--- src/design/tcl_pkg.sv ---
package tcl_pkg;

  // sizes of the cluster
  localparam int          TCL_NUM_TMR  = 4;
  localparam int          TCL_MAX_CH   = 3;
  localparam int          TCL_CW       = 16;
  localparam int          TCL_NSYNC    = 6;

  // reset and limit values
  localparam logic [15:0] TCL_CNT_RST  = 16'h0000;
  localparam logic [15:0] TCL_CNT_MAX  = 16'hFFFF;
  localparam logic [15:0] TCL_CNT_ONE  = 16'h0001;
  localparam logic        TCL_TX_IDLE  = 1'h1;

  // counter operating modes
  typedef enum logic [1:0]
  {
    TCL_MODE_STOP = 2'b00,
    TCL_MODE_UP   = 2'b01,
    TCL_MODE_CONT = 2'b10,
    TCL_MODE_HALT = 2'b11
  } tcl_mode_e;

  // timer count source
  typedef enum logic [1:0]
  {
    TCL_TCK_PIN  = 2'b00,
    TCL_TCK_AUX  = 2'b01,
    TCL_TCK_SUB  = 2'b10,
    TCL_TCK_NONE = 2'b11
  } tcl_tck_e;

  // capture input choice
  typedef enum logic [1:0]
  {
    TCL_CIN_PRIM = 2'b00,
    TCL_CIN_ALT  = 2'b01,
    TCL_CIN_GND  = 2'b10,
    TCL_CIN_VCC  = 2'b11
  } tcl_cin_e;

  // channel output behaviour
  typedef enum logic [1:0]
  {
    TCL_OUT_BIT    = 2'b00,
    TCL_OUT_TOGGLE = 2'b01,
    TCL_OUT_SETCMP = 2'b10,
    TCL_OUT_CLRCMP = 2'b11
  } tcl_out_e;

  // real-time counter source
  typedef enum logic [1:0]
  {
    TCL_RTC_XTAL = 2'b00,
    TCL_RTC_VLO  = 2'b01,
    TCL_RTC_SUB  = 2'b10,
    TCL_RTC_OFF  = 2'b11
  } tcl_rtc_e;

  // converter trigger source
  typedef enum logic [1:0]
  {
    TCL_ADC_SOFT = 2'b00,
    TCL_ADC_RTC  = 2'b01,
    TCL_ADC_TMR  = 2'b10,
    TCL_ADC_NONE = 2'b11
  } tcl_adc_e;

  // infrared keying and data source
  localparam logic        TCL_IR_ASK    = 1'h0;
  localparam logic        TCL_IR_FSK    = 1'h1;
  localparam logic        TCL_IRD_SER   = 1'h0;
  localparam logic        TCL_IRD_SOFT  = 1'h1;

endpackage

--- src/design/tcl_tmr_if.sv ---
`timescale 1ns/10ps
`default_nettype none
interface tcl_tmr_if #(parameter int NCH = 3);
  // configuration from the cluster
  logic             tick;
  logic [1:0]       mode;
  logic [NCH-1:0]   cap_mode;
  logic [1:0]       in_sel   [NCH];
  logic [NCH-1:0]   cap_fall;
  logic [1:0]       out_mode [NCH];
  logic [NCH-1:0]   out_bit;
  // compare value write
  logic             wr_en;
  logic [1:0]       wr_ch;
  logic [15:0]      wr_data;
  // flag clears
  logic             ovf_clr;
  logic [NCH-1:0]   ch_clr;
  // capture inputs
  logic [NCH-1:0]   prim_in;
  logic [NCH-1:0]   alt_in;
  // timer state
  logic [15:0]      count;
  logic [15:0]      ccr      [NCH];
  logic             ovf_flag;
  logic [NCH-1:0]   ch_flag;
  logic [NCH-1:0]   ch_out;

  // cluster side
  modport ctl (output tick, mode, cap_mode, in_sel, cap_fall, out_mode, out_bit,
               output wr_en, wr_ch, wr_data, ovf_clr, ch_clr, prim_in, alt_in,
               input  count, ccr, ovf_flag, ch_flag, ch_out);
  // timer side
  modport tmr (input  tick, mode, cap_mode, in_sel, cap_fall, out_mode, out_bit,
               input  wr_en, wr_ch, wr_data, ovf_clr, ch_clr, prim_in, alt_in,
               output count, ccr, ovf_flag, ch_flag, ch_out);
endinterface
`default_nettype wire

--- src/design/tcl_cluster.sv ---
// Notes on behaviour
// - first two timers: 16-bit, three channels
// - last two timers: 16-bit, two channels
// - overflow and every channel raise interrupts
// - channel zero has no pin
// - channel zero value sets up-count overflow
// - dual timers stay internal, no pin outputs
// - first timer outputs feed second's alternates
// - third timer ch0/ch1 feed fourth's alternates
// - first pair outputs key the transmit pin
// - enable, polarity, keying, source, data bits
// - real-time counter: 16-bit modulo, runs in sleep
// - real-time counter wakes from low-power clock
// - subsystem clock source only while active
// - real-time overflow feeds first timer ch1 alternate
// - trigger select one: overflow starts conversion
// - trigger select: soft, real-time, second ch1
`timescale 1ns/10ps
`default_nettype none
module tcl_cluster
  import tcl_pkg::*;
(
  // clock and reset
  input  wire logic        clk,
  input  wire logic        reset,
  // count sources
  input  wire logic        aux_tick,
  input  wire logic        subsystem_clock_tick,
  input  wire logic [1:0]  external_timer_clock_pin,
  // capture pins of the first pair
  input  wire logic [2:1]  first_triple_cap_pin,
  input  wire logic [2:1]  second_triple_cap_pin,
  // timer configuration
  input  wire logic [1:0]  tmr_clk_sel   [4],
  input  wire logic [1:0]  tmr_mode      [4],
  input  wire logic [2:0]  ch_cap_mode   [4],
  input  wire logic [1:0]  ch_in_sel     [4][3],
  input  wire logic [2:0]  ch_cap_fall   [4],
  input  wire logic [1:0]  ch_out_mode   [4][3],
  input  wire logic [2:0]  ch_out_bit    [4],
  // compare value write
  input  wire logic        ccr_wr_en,
  input  wire logic [1:0]  ccr_wr_tmr,
  input  wire logic [1:0]  ccr_wr_ch,
  input  wire logic [15:0] ccr_wr_data,
  // flag clears
  input  wire logic [3:0]  tmr_ovf_clr,
  input  wire logic [2:0]  tmr_ch_clr    [4],
  // timer status
  output var  logic [15:0] tmr_count     [4],
  output var  logic [15:0] tmr_ccr       [4][3],
  output logic      [3:0]  tmr_ovf_flag,
  output var  logic [2:0]  tmr_ch_flag   [4],
  output logic      [3:0]  tmr_irq,
  // timer pin outputs
  output logic      [2:1]  first_triple_out,
  output logic      [2:1]  second_triple_out,
  // real-time counter
  input  wire logic        rtc_enable,
  input  wire logic [1:0]  rtc_src_sel,
  input  wire logic        active_operation,
  input  wire logic        crystal_oscillator_tick,
  input  wire logic        very_low_freq_oscillator_tick,
  input  wire logic [15:0] rtc_modulo,
  input  wire logic        rtc_flag_clr,
  output logic      [15:0] rtc_count,
  output logic             rtc_flag,
  output logic             rtc_wake,
  // converter trigger
  input  wire logic [1:0]  conversion_trigger_select,
  input  wire logic        conversion_soft_start,
  output logic             conversion_start,
  // infrared modulation
  input  wire logic        serial_tx_data,
  input  wire logic        infrared_enable,
  input  wire logic        infrared_polarity_select,
  input  wire logic        infrared_keying_select,
  input  wire logic        infrared_data_source_select,
  input  wire logic        infrared_soft_data,
  output logic             serial_transmit_pin
);

  // pin synchronisers
  logic [TCL_NSYNC-1:0] sync1_r, sync1_nxt;   // first stage only feeds second
  logic [TCL_NSYNC-1:0] sync2_r, sync2_nxt;   // safe copy of the pins
  logic [1:0]           ext_d_r, ext_d_nxt;   // previous clock pin level
  logic [1:0]           ext_tick;             // clock pin rising edge
  // real-time counter state
  logic [15:0]          rtc_cnt_r, rtc_cnt_nxt;
  logic                 rtc_evt_r, rtc_evt_nxt;
  logic                 rtc_flag_r, rtc_flag_nxt;
  logic                 rtc_tick;
  // converter trigger state
  logic                 adc_r, adc_nxt;
  logic                 tch1_d_r, tch1_d_nxt;
  // infrared state
  logic                 ir_r, ir_nxt;
  logic                 ir_data;
  logic                 ir_mod;
  // cross-connection nets
  logic [2:0]           ch_out_all [4];
  logic [2:0]           prim_all   [4];
  logic [2:0]           alt_all    [4];

  // timer count source choice
  function automatic logic pick_tick(input logic [1:0] sel, input logic pin, input logic aux,
                                     input logic sub);
    case (sel)
      TCL_TCK_PIN:  pick_tick = pin;
      TCL_TCK_AUX:  pick_tick = aux;
      TCL_TCK_SUB:  pick_tick = sub;
      TCL_TCK_NONE: pick_tick = 1'b0;
      default:      pick_tick = 1'b0;
    endcase
  endfunction

  // synchroniser next values
  always_comb
  begin
    sync1_nxt  = {external_timer_clock_pin, second_triple_cap_pin, first_triple_cap_pin};
    sync2_nxt  = sync1_r;
    ext_d_nxt  = sync2_r[5:4];
    ext_tick   = sync2_r[5:4] & ~ext_d_r;
  end

  // synchroniser registers
  always_ff @(posedge clk)
  begin
    if (reset)
    begin
      sync1_r <= '0;
      sync2_r <= '0;
      ext_d_r <= '0;
    end
    else
    begin
      sync1_r <= sync1_nxt;
      sync2_r <= sync2_nxt;
      ext_d_r <= ext_d_nxt;
    end
  end

  // capture input wiring between timers
  always_comb
  begin
    // primary inputs: channel zero has none
    prim_all[0] = {sync2_r[1:0], 1'b0};
    prim_all[1] = {sync2_r[3:2], 1'b0};
    prim_all[2] = 3'h0;
    prim_all[3] = 3'h0;
    // alternate inputs
    alt_all[0]  = {1'b0, rtc_evt_r, 1'b0};
    alt_all[1]  = ch_out_all[0];
    alt_all[2]  = 3'h0;
    alt_all[3]  = {1'b0, ch_out_all[2][1:0]};
  end

  // four timers, two with three channels and two with two
  for (genvar t = 0; t < TCL_NUM_TMR; t++)
  begin : g_tmr
    localparam int NCH = (t < 2) ? 3 : 2;
    tcl_tmr_if #(.NCH(NCH)) tif ();

    // count source: only the first pair owns a clock pin
    assign tif.tick    = pick_tick(tmr_clk_sel[t], (t < 2) ? ext_tick[t % 2] : 1'b0, aux_tick,
                                   subsystem_clock_tick);
    assign tif.mode    = tmr_mode[t];
    assign tif.wr_en   = ccr_wr_en & (ccr_wr_tmr == 2'(t));
    assign tif.wr_ch   = ccr_wr_ch;
    assign tif.wr_data = ccr_wr_data;
    assign tif.ovf_clr = tmr_ovf_clr[t];
    assign tmr_count[t]    = tif.count;
    assign tmr_ovf_flag[t] = tif.ovf_flag;
    // one request line per timer
    assign tmr_irq[t]      = tif.ovf_flag | (|tif.ch_flag);

    for (genvar c = 0; c < TCL_MAX_CH; c++)
    begin : g_ch
      if (c < NCH)
      begin : g_used
        assign tif.cap_mode[c] = ch_cap_mode[t][c];
        assign tif.in_sel[c]   = ch_in_sel[t][c];
        assign tif.cap_fall[c] = ch_cap_fall[t][c];
        assign tif.out_mode[c] = ch_out_mode[t][c];
        assign tif.out_bit[c]  = ch_out_bit[t][c];
        assign tif.ch_clr[c]   = tmr_ch_clr[t][c];
        assign tif.prim_in[c]  = prim_all[t][c];
        assign tif.alt_in[c]   = alt_all[t][c];
        assign ch_out_all[t][c]  = tif.ch_out[c];
        assign tmr_ch_flag[t][c] = tif.ch_flag[c];
        assign tmr_ccr[t][c]     = tif.ccr[c];
      end
      else
      begin : g_absent
        // no third channel on dual timers
        assign ch_out_all[t][c]  = 1'b0;
        assign tmr_ch_flag[t][c] = 1'b0;
        assign tmr_ccr[t][c]     = TCL_CNT_RST;
      end
    end

    tcl_timer #(.NCH(NCH)) u_tmr
    (
      .clk   (clk),
      .reset (reset),
      .tif   (tif)
    );
  end

  // pin outputs of the first pair only
  assign first_triple_out  = ch_out_all[0][2:1];
  assign second_triple_out = ch_out_all[1][2:1];

  // real-time counter next values
  always_comb
  begin
    // low-power sources always, subsystem while active
    case (rtc_src_sel)
      TCL_RTC_XTAL: rtc_tick = crystal_oscillator_tick;
      TCL_RTC_VLO:  rtc_tick = very_low_freq_oscillator_tick;
      TCL_RTC_SUB:  rtc_tick = subsystem_clock_tick & active_operation;
      TCL_RTC_OFF:  rtc_tick = 1'b0;
      default:      rtc_tick = 1'b0;
    endcase
    rtc_cnt_nxt = rtc_cnt_r;
    rtc_evt_nxt = 1'b0;
    if (!rtc_enable)
    begin
      // disabled counter restarts from zero
      rtc_cnt_nxt = TCL_CNT_RST;
    end
    else if (rtc_tick)
    begin
      // modulo wrap, no gating by sleep state
      if (rtc_cnt_r >= rtc_modulo)
      begin
        rtc_cnt_nxt = TCL_CNT_RST;
        rtc_evt_nxt = 1'b1;
      end
      else
      begin
        rtc_cnt_nxt = rtc_cnt_r + TCL_CNT_ONE;
      end
    end
    // sticky flag, event beats clear
    rtc_flag_nxt = rtc_evt_r ? 1'b1 : (rtc_flag_clr ? 1'b0 : rtc_flag_r);
  end

  // real-time counter registers
  always_ff @(posedge clk)
  begin
    if (reset)
    begin
      rtc_cnt_r  <= TCL_CNT_RST;
      rtc_evt_r  <= 1'b0;
      rtc_flag_r <= 1'b0;
    end
    else
    begin
      rtc_cnt_r  <= rtc_cnt_nxt;
      rtc_evt_r  <= rtc_evt_nxt;
      rtc_flag_r <= rtc_flag_nxt;
    end
  end

  assign rtc_count = rtc_cnt_r;
  assign rtc_flag  = rtc_flag_r;
  // overflow pulse wakes the processor
  assign rtc_wake  = rtc_evt_r;

  // converter trigger next values
  always_comb
  begin
    tch1_d_nxt = ch_out_all[1][1];
    case (conversion_trigger_select)
      TCL_ADC_SOFT: adc_nxt = conversion_soft_start;
      TCL_ADC_RTC:  adc_nxt = rtc_evt_r;
      TCL_ADC_TMR:  adc_nxt = ch_out_all[1][1] & ~tch1_d_r;
      TCL_ADC_NONE: adc_nxt = 1'b0;
      default:      adc_nxt = 1'b0;
    endcase
  end

  // converter trigger registers
  always_ff @(posedge clk)
  begin
    if (reset)
    begin
      adc_r    <= 1'b0;
      tch1_d_r <= 1'b0;
    end
    else
    begin
      adc_r    <= adc_nxt;
      tch1_d_r <= tch1_d_nxt;
    end
  end

  assign conversion_start = adc_r;

  // infrared modulation next value
  always_comb
  begin
    // data from the serial stream or software
    ir_data = (infrared_data_source_select == TCL_IRD_SOFT) ? infrared_soft_data : serial_tx_data;
    // ask gates one carrier, fsk picks one of two
    if (infrared_keying_select == TCL_IR_FSK)
      ir_mod = ir_data ? ch_out_all[0][2] : ch_out_all[1][2];
    else
      ir_mod = ir_data & ch_out_all[0][2];
    // polarity, and plain serial data when disabled
    if (infrared_enable)
      ir_nxt = infrared_polarity_select ? ~ir_mod : ir_mod;
    else
      ir_nxt = serial_tx_data;
  end

  // infrared output register
  always_ff @(posedge clk)
  begin
    if (reset)
      ir_r <= TCL_TX_IDLE;
    else
      ir_r <= ir_nxt;
  end

  assign serial_transmit_pin = ir_r;

endmodule
`default_nettype wire

--- src/design/tcl_timer.sv ---
`timescale 1ns/10ps
`default_nettype none
module tcl_timer
  import tcl_pkg::*;
#(
  parameter int NCH = 3
)
(
  // clock and reset
  input  wire logic clk,
  input  wire logic reset,
  // cluster link
  tcl_tmr_if.tmr    tif
);

  // counter and channel state
  logic [15:0]    cnt_r,    cnt_nxt;
  logic [15:0]    ccr_r     [NCH];
  logic [15:0]    ccr_nxt   [NCH];
  logic           ovf_r,    ovf_nxt;
  logic [NCH-1:0] flag_r,   flag_nxt;
  logic [NCH-1:0] out_r,    out_nxt;
  logic [NCH-1:0] cin_d_r,  cin_d_nxt;
  // per cycle events
  logic           wrap;
  logic [NCH-1:0] cin;
  logic [NCH-1:0] cap;
  logic [NCH-1:0] cmp;

  // capture input select
  function automatic logic pick_cin(input logic [1:0] sel, input logic prim, input logic alt);
    case (sel)
      TCL_CIN_PRIM: pick_cin = prim;
      TCL_CIN_ALT:  pick_cin = alt;
      TCL_CIN_GND:  pick_cin = 1'b0;
      TCL_CIN_VCC:  pick_cin = 1'b1;
      default:      pick_cin = 1'b0;
    endcase
  endfunction

  // next timer state
  always_comb
  begin
    cnt_nxt   = cnt_r;
    wrap      = 1'b0;
    case (tif.mode)
      TCL_MODE_UP:
      begin
        // up count wraps after the period value
        if (tif.tick)
        begin
          if (cnt_r >= ccr_r[0])
          begin
            cnt_nxt = TCL_CNT_RST;
            wrap    = 1'b1;
          end
          else
          begin
            cnt_nxt = cnt_r + TCL_CNT_ONE;
          end
        end
      end
      TCL_MODE_CONT:
      begin
        // free run over the full 16-bit range
        if (tif.tick)
        begin
          wrap    = (cnt_r == TCL_CNT_MAX);
          cnt_nxt = cnt_r + TCL_CNT_ONE;
        end
      end
      default:
      begin
        // stopped: hold
        cnt_nxt = cnt_r;
      end
    endcase
    // overflow flag, set beats clear
    ovf_nxt = wrap ? 1'b1 : (tif.ovf_clr ? 1'b0 : ovf_r);
    for (int i = 0; i < NCH; i++)
    begin
      cin[i]       = pick_cin(tif.in_sel[i], tif.prim_in[i], tif.alt_in[i]);
      cin_d_nxt[i] = cin[i];
      // capture on the chosen input edge
      cap[i]       = tif.cap_mode[i] & (tif.cap_fall[i] ? (cin_d_r[i] & ~cin[i]) : (~cin_d_r[i] & cin[i]));
      // compare on a counted step at the value
      cmp[i]       = ~tif.cap_mode[i] & tif.tick & (cnt_r == ccr_r[i]) &
                     ((tif.mode == TCL_MODE_UP) | (tif.mode == TCL_MODE_CONT));
      // captured count beats a software write
      if (cap[i])
        ccr_nxt[i] = cnt_r;
      else if (tif.wr_en && (tif.wr_ch == 2'(i)))
        ccr_nxt[i] = tif.wr_data;
      else
        ccr_nxt[i] = ccr_r[i];
      // channel flag, set beats clear
      flag_nxt[i]  = (cap[i] | cmp[i]) ? 1'b1 : (tif.ch_clr[i] ? 1'b0 : flag_r[i]);
      // channel output shaping
      case (tif.out_mode[i])
        TCL_OUT_BIT:    out_nxt[i] = tif.out_bit[i];
        TCL_OUT_TOGGLE: out_nxt[i] = cmp[i] ? ~out_r[i] : out_r[i];
        TCL_OUT_SETCMP: out_nxt[i] = cmp[i] ? 1'b1 : (wrap ? 1'b0 : out_r[i]);
        TCL_OUT_CLRCMP: out_nxt[i] = cmp[i] ? 1'b0 : (wrap ? 1'b1 : out_r[i]);
        default:        out_nxt[i] = out_r[i];
      endcase
    end
  end

  // register all timer state
  always_ff @(posedge clk)
  begin
    if (reset)
    begin
      cnt_r   <= TCL_CNT_RST;
      ovf_r   <= 1'b0;
      flag_r  <= '0;
      out_r   <= '0;
      cin_d_r <= '0;
      for (int i = 0; i < NCH; i++)
        ccr_r[i] <= TCL_CNT_RST;
    end
    else
    begin
      cnt_r   <= cnt_nxt;
      ovf_r   <= ovf_nxt;
      flag_r  <= flag_nxt;
      out_r   <= out_nxt;
      cin_d_r <= cin_d_nxt;
      for (int i = 0; i < NCH; i++)
        ccr_r[i] <= ccr_nxt[i];
    end
  end

  // state to the cluster
  assign tif.count    = cnt_r;
  assign tif.ovf_flag = ovf_r;
  assign tif.ch_flag  = flag_r;
  assign tif.ch_out   = out_r;
  for (genvar g = 0; g < NCH; g++)
  begin : g_ccr
    assign tif.ccr[g] = ccr_r[g];
  end

endmodule
`default_nettype wire

--- config.mk ---
export PLATFORM = sky130hd
export DESIGN_NAME = tcl_cluster
export DESIGN_NICKNAME = d
export VERILOG_FILES = /design/src/design/tcl_pkg.sv /design/src/design/tcl_tmr_if.sv /design/src/design/tcl_cluster.sv /design/src/design/tcl_timer.sv
export SDC_FILE = /design/constraint.sdc
export NUM_CORES = 1
export LEC_CHECK = 0
export BUFFER_PORTS_ARGS = -buffer_cell sky130_fd_sc_hd__buf_2
export CELL_PAD_IN_SITES_DETAIL_PLACEMENT = 0
export CELL_PAD_IN_SITES_GLOBAL_PLACEMENT = 1
export CORE_ASPECT_RATIO = 0.75
export CORE_MARGIN = 8
export CORE_UTILIZATION = 30
export CTS_BUF_LIST = sky130_fd_sc_hd__clkbuf_2 sky130_fd_sc_hd__clkbuf_4 sky130_fd_sc_hd__clkbuf_8
export DETAILED_ROUTE_END_ITERATION = 12
export PLACE_DENSITY_LB_ADDON = 0.15
export SETUP_SLACK_MARGIN = 0.1
export SLEW_MARGIN = 10
export SYNTH_ARGS = -nofsm -noshare
export SYNTH_HDL_FRONTEND = slang
export SYNTH_SLANG_ARGS = --single-unit
export TNS_END_PERCENT = 30
--- constraint.sdc ---
create_clock -name clk -period 2.66 [get_ports clk]
set_clock_uncertainty 0.05 [all_clocks]
set_input_delay 0.399 -clock clk [delete_from_list [all_inputs] [get_ports clk]]
set_output_delay 0.399 -clock clk [all_outputs]
set_load 0.03 [all_outputs]
==> results.yml <==
outcome:
  outcome: "finished clean"
clocking:
  clk-insertion-delay-late_ns: 0.64
  cts_root_buffer: "clkbuf_8"
  cts_sinks: 290
  numCtsBuffers: 55
  clk_pin_slew_ns: 0.06
  cts_htree_levels: 2
  cts_tree: "yes"
  clockBufferDepth: 3
global_route:
  grtUsageTotal_pct: 21.9
  grt_max_degree: 59
  antenna_found_initial: 12
  grt_first_pass_wirelength_um: 105000
  grt_overflow: 0
  grt_pass1_vias: 15900
finish:
  layout.nets: 2750
  drive_above_1_share_pct: 27.4
  nFillCells: 5766
  most-common-layout-cells: "buf_2 (418), dfxtp_1 (289), nor2_1 (260)"
  areaGrowthSynthToFinish_pct: 30.6
  fin_util_pct: 39.4
  multi_input_area_sq_um: 9900
  regArea_sq_um: 5810
  final_common_cell: "buf_2"
  fin_cells: 3251
synthesis:
  synth_cell_types: 69
  yosys_warnings: 0
  yosys_most_used_dff: "dfxtp_1"
  synth_cells: 1970
  syn-cell-area_sq_um: 16700
  synth_edf_count: 0
  ys_async_sr_fraction_pct: 0
  synth_seq_cells: 290
  syn_area_per_cell_sq_um: 8.50
  synth-seq-area-share_pct: 34.7
critical_path:
  arrival_ns: 2.93
  rr_startpoint: "g_tmr[2].u_tmr.ccr_r[0][15]$_SDFFE_PP0P_"
  r2r_end: "g_tmr[2].u_tmr.tif.ch_out[0]$_SDFFE_PP0P_"
  crit_type: "register to register"
  r2r_cells: 9
  startpoint_type: "register"
  r2r_slack_ns: 0.22
  endpoint_kind: "register"
  required_ns: 3.14
  critPathMaxFanout: 3
timing:
  fmax_mhz: 409
  setup_slack_ns: 0.216
  finalHoldViolCount: 0
  slew_viol_final: 0
  min_period_ns: 2.44
  slew_headroom_pct: 53.6
  setup_viol: 0
  timing.final.crit_share_pct: 91.9
  worst_slew_pin_slew_ns: 0.695
  rsz0062_at_grt: "false"
placement:
  pre_cts_ws_ns: -0.00870
  dpl.hpwl_um: 54600
  port_buffers: 419
  dp_cells: 3106
  gp_congestion: 0.824
flow_run:
  maxCapViolCount: 0
floorplan:
  placementRows: 75
  die_w_um: 289
  die_h_um: 221
  dieArea_sq_um: 63700
  top_level_ports: 479
  core_sq_um: 55600
  initial_core_util_pct: 30.1
min_path:
  whs_endpoint: "g_tmr[1].u_tmr.cin_d_r[2]$_SDFF_PP0_"
  min_path_type: "primary input to register"
  min_path_cells: 4
  hp-start: "ch_in_sel[13]"
power_and_ir_drop:
  leakage_nw: 10.5
  finalPower_mw: 12.0
  power_density_nw_per_um2: 547
  peakVddDrop_uv: 509
detailed_routing:
  vias: 16200
  wl_per_cell_um: 22.5
  ant_nets: 0
  drc: 0
  viasPerCell: 4.97
  firstDrtPassIters: 5
  drt-total-wl_um: 73000
  drt_iter0_markers: 1091
flip-flops by register name, summed over array words and instances, names as in the netlist:
signal / cells
rtc_count: 16
g_tmr.u_tmr.tif.ch_out: 7
g_tmr.u_tmr.tif.count: 64
sync1_r: 6
conversion_start: 1
rtc_flag: 1
ext_d_r: 2
rtc_wake: 1
sync2_r: 6
g_tmr.u_tmr.ccr_r: 160
tch1_d_r: 1
g_tmr.u_tmr.tif.ch_flag: 10
g_tmr.u_tmr.tif.ovf_flag: 4
serial_transmit_pin: 1
g_tmr.u_tmr.cin_d_r: 10
timing repair:
item / in CTS / in global routing
pin swaps: 1 / 5
buffers inserted: 0 / 1
hold buffers: 45 / 0
endpoints found under the hold margin: 36 / 0
endpoints found under the setup margin: 3 / 55
gates resized for setup: 3 / 10
worst max path at each step:
stage / start / endpoint / cells past startpoint
final: g_tmr[2].u_tmr.ccr_r[0][15]$_SDFFE_PP0P_ / g_tmr[2].u_tmr.tif.ch_out[0]$_SDFFE_PP0P_ / 9
after global routing: sync2_r[4]$_SDFF_PP0_ / g_tmr[0].u_tmr.tif.ch_flag[2]$_SDFFE_PP0P_ / 6
after CTS: g_tmr[2].u_tmr.ccr_r[0][15]$_SDFFE_PP0P_ / g_tmr[2].u_tmr.tif.ch_out[0]$_SDFFE_PP0P_ / 9
after detailed placement: g_tmr[1].u_tmr.ccr_r[0][15]$_SDFFE_PP0P_ / g_tmr[1].u_tmr.tif.ch_out[1]$_SDFFE_PP0P_ / 10
after global placement: g_tmr[1].u_tmr.ccr_r[0][15]$_SDFFE_PP0P_ / g_tmr[1].u_tmr.tif.ch_out[1]$_SDFFE_PP0P_ / 10
after floorplan: g_tmr[3].u_tmr.tif.count[9]$_SDFFE_PP0P_ / g_tmr[3].u_tmr.tif.count[10]$_SDFFE_PP0P_ / 9
synthesized netlist by cell type (8+ instances only):
| cell type | number | area (sq um) |
|---|---|---|
| o21ai_0 | 32 | 160 |
| nor2b_1 | 29 | 181 |
| a211oi_1 | 169 | 1270 |
| mux2i_1 | 163 | 1630 |
| ha_1 | 93 | 1160 |
| xnor2_1 | 101 | 885 |
| nand2_1 | 75 | 282 |
| nand4_1 | 48 | 300 |
| a21o_1 | 17 | 128 |
| buf_4 | 40 | 300 |
| a31oi_1 | 15 | 93.8 |
| nor4_1 | 13 | 81.3 |
| xor2_1 | 67 | 587 |
| and4_1 | 8 | 70.1 |
| nand3b_1 | 12 | 90.1 |
| and3_1 | 22 | 138 |
| buf_2 | 16 | 80.1 |
| clkbuf_1 | 119 | 447 |
| or3_1 | 8 | 50.1 |
| nor3_1 | 35 | 175 |
| nand3_1 | 42 | 210 |
| a21oi_1 | 61 | 305 |
| dfxtp_1 | 290 | 5810 |
| o21ai_1 | 16 | 80.1 |
| nor2_1 | 262 | 983 |
| nand2b_1 | 23 | 144 |
| inv_1 | 111 | 417 |
per-stage QoR:
| step | setup TNS [ns] | hold WS (ns) | cell area (sq um) |
|---|---|---|---|
| 3_3_place_gp | 0 | 0.369 | 20100 |
| 5_1_grt | 0 | 0.0396 | 21900 |
| 3_5_place_dp | -0.00870 | 0.372 | 20100 |
| 2_1_floorplan | 0 | 0.364 | 16900 |
| 4_1_cts | 0 | 0.000388 | 21800 |
| 6_report | 0 | 0.0738 | 21900 |
critical path, stage by stage (launching register included):
cell	delay (ns)
dfxtp_1	0.36
inv_1	0.05
ha_1	0.29
and4_4	0.24
nand4_1	0.20
or4_4	0.49
nor3b_2	0.21
o31a_1	0.19
a31oi_1	0.09
o221ai_1	0.17
metal layers:
metal  share of wire, %  GRT usage [%]
met5               0.12              0
met4                1.5           4.39
met3                7.2           5.33
met2                 43           32.8
met1                 49           31.5
layout make-up:
| cell class | instances | area share, % |
|---|---|---|
| Multi-Input combinational cell | 1420 | 45.3 |
| Sequential cell | 290 | 26.6 |
| Timing Repair Buffer | 600 | 16.5 |
| Clock buffer | 89 | 5.06 |
| Tap cell | 731 | 4.18 |
| Inverter | 111 | 1.91 |
| Clock inverter | 8 | 0.538 |
| Antenna cell | 2 | 0.0229 |
kinds of logic after synthesis:
family | synth area share (%)
xor gates and xnor gates | 8.79
adders and majority gates | 6.95
AOI/OAI and AO/OA | 14.9
muxes | 9.74
and+or+nand+nor | 17.3
DFF | 34.7
buffers and inverters | 7.64
other | 0.0224
power breakdown:
part	leakage [nW]	switching, mW	total [mW]	internal [mW]
Sequential	2.36	0.181	4.72	4.54
Clock	0.649	2.10	5.00	2.90
Combinational	7.50	1.44	2.25	0.809
Total	10.5	3.72	12.0	8.25
Note: power is estimated with default switching activity, not from simulation.
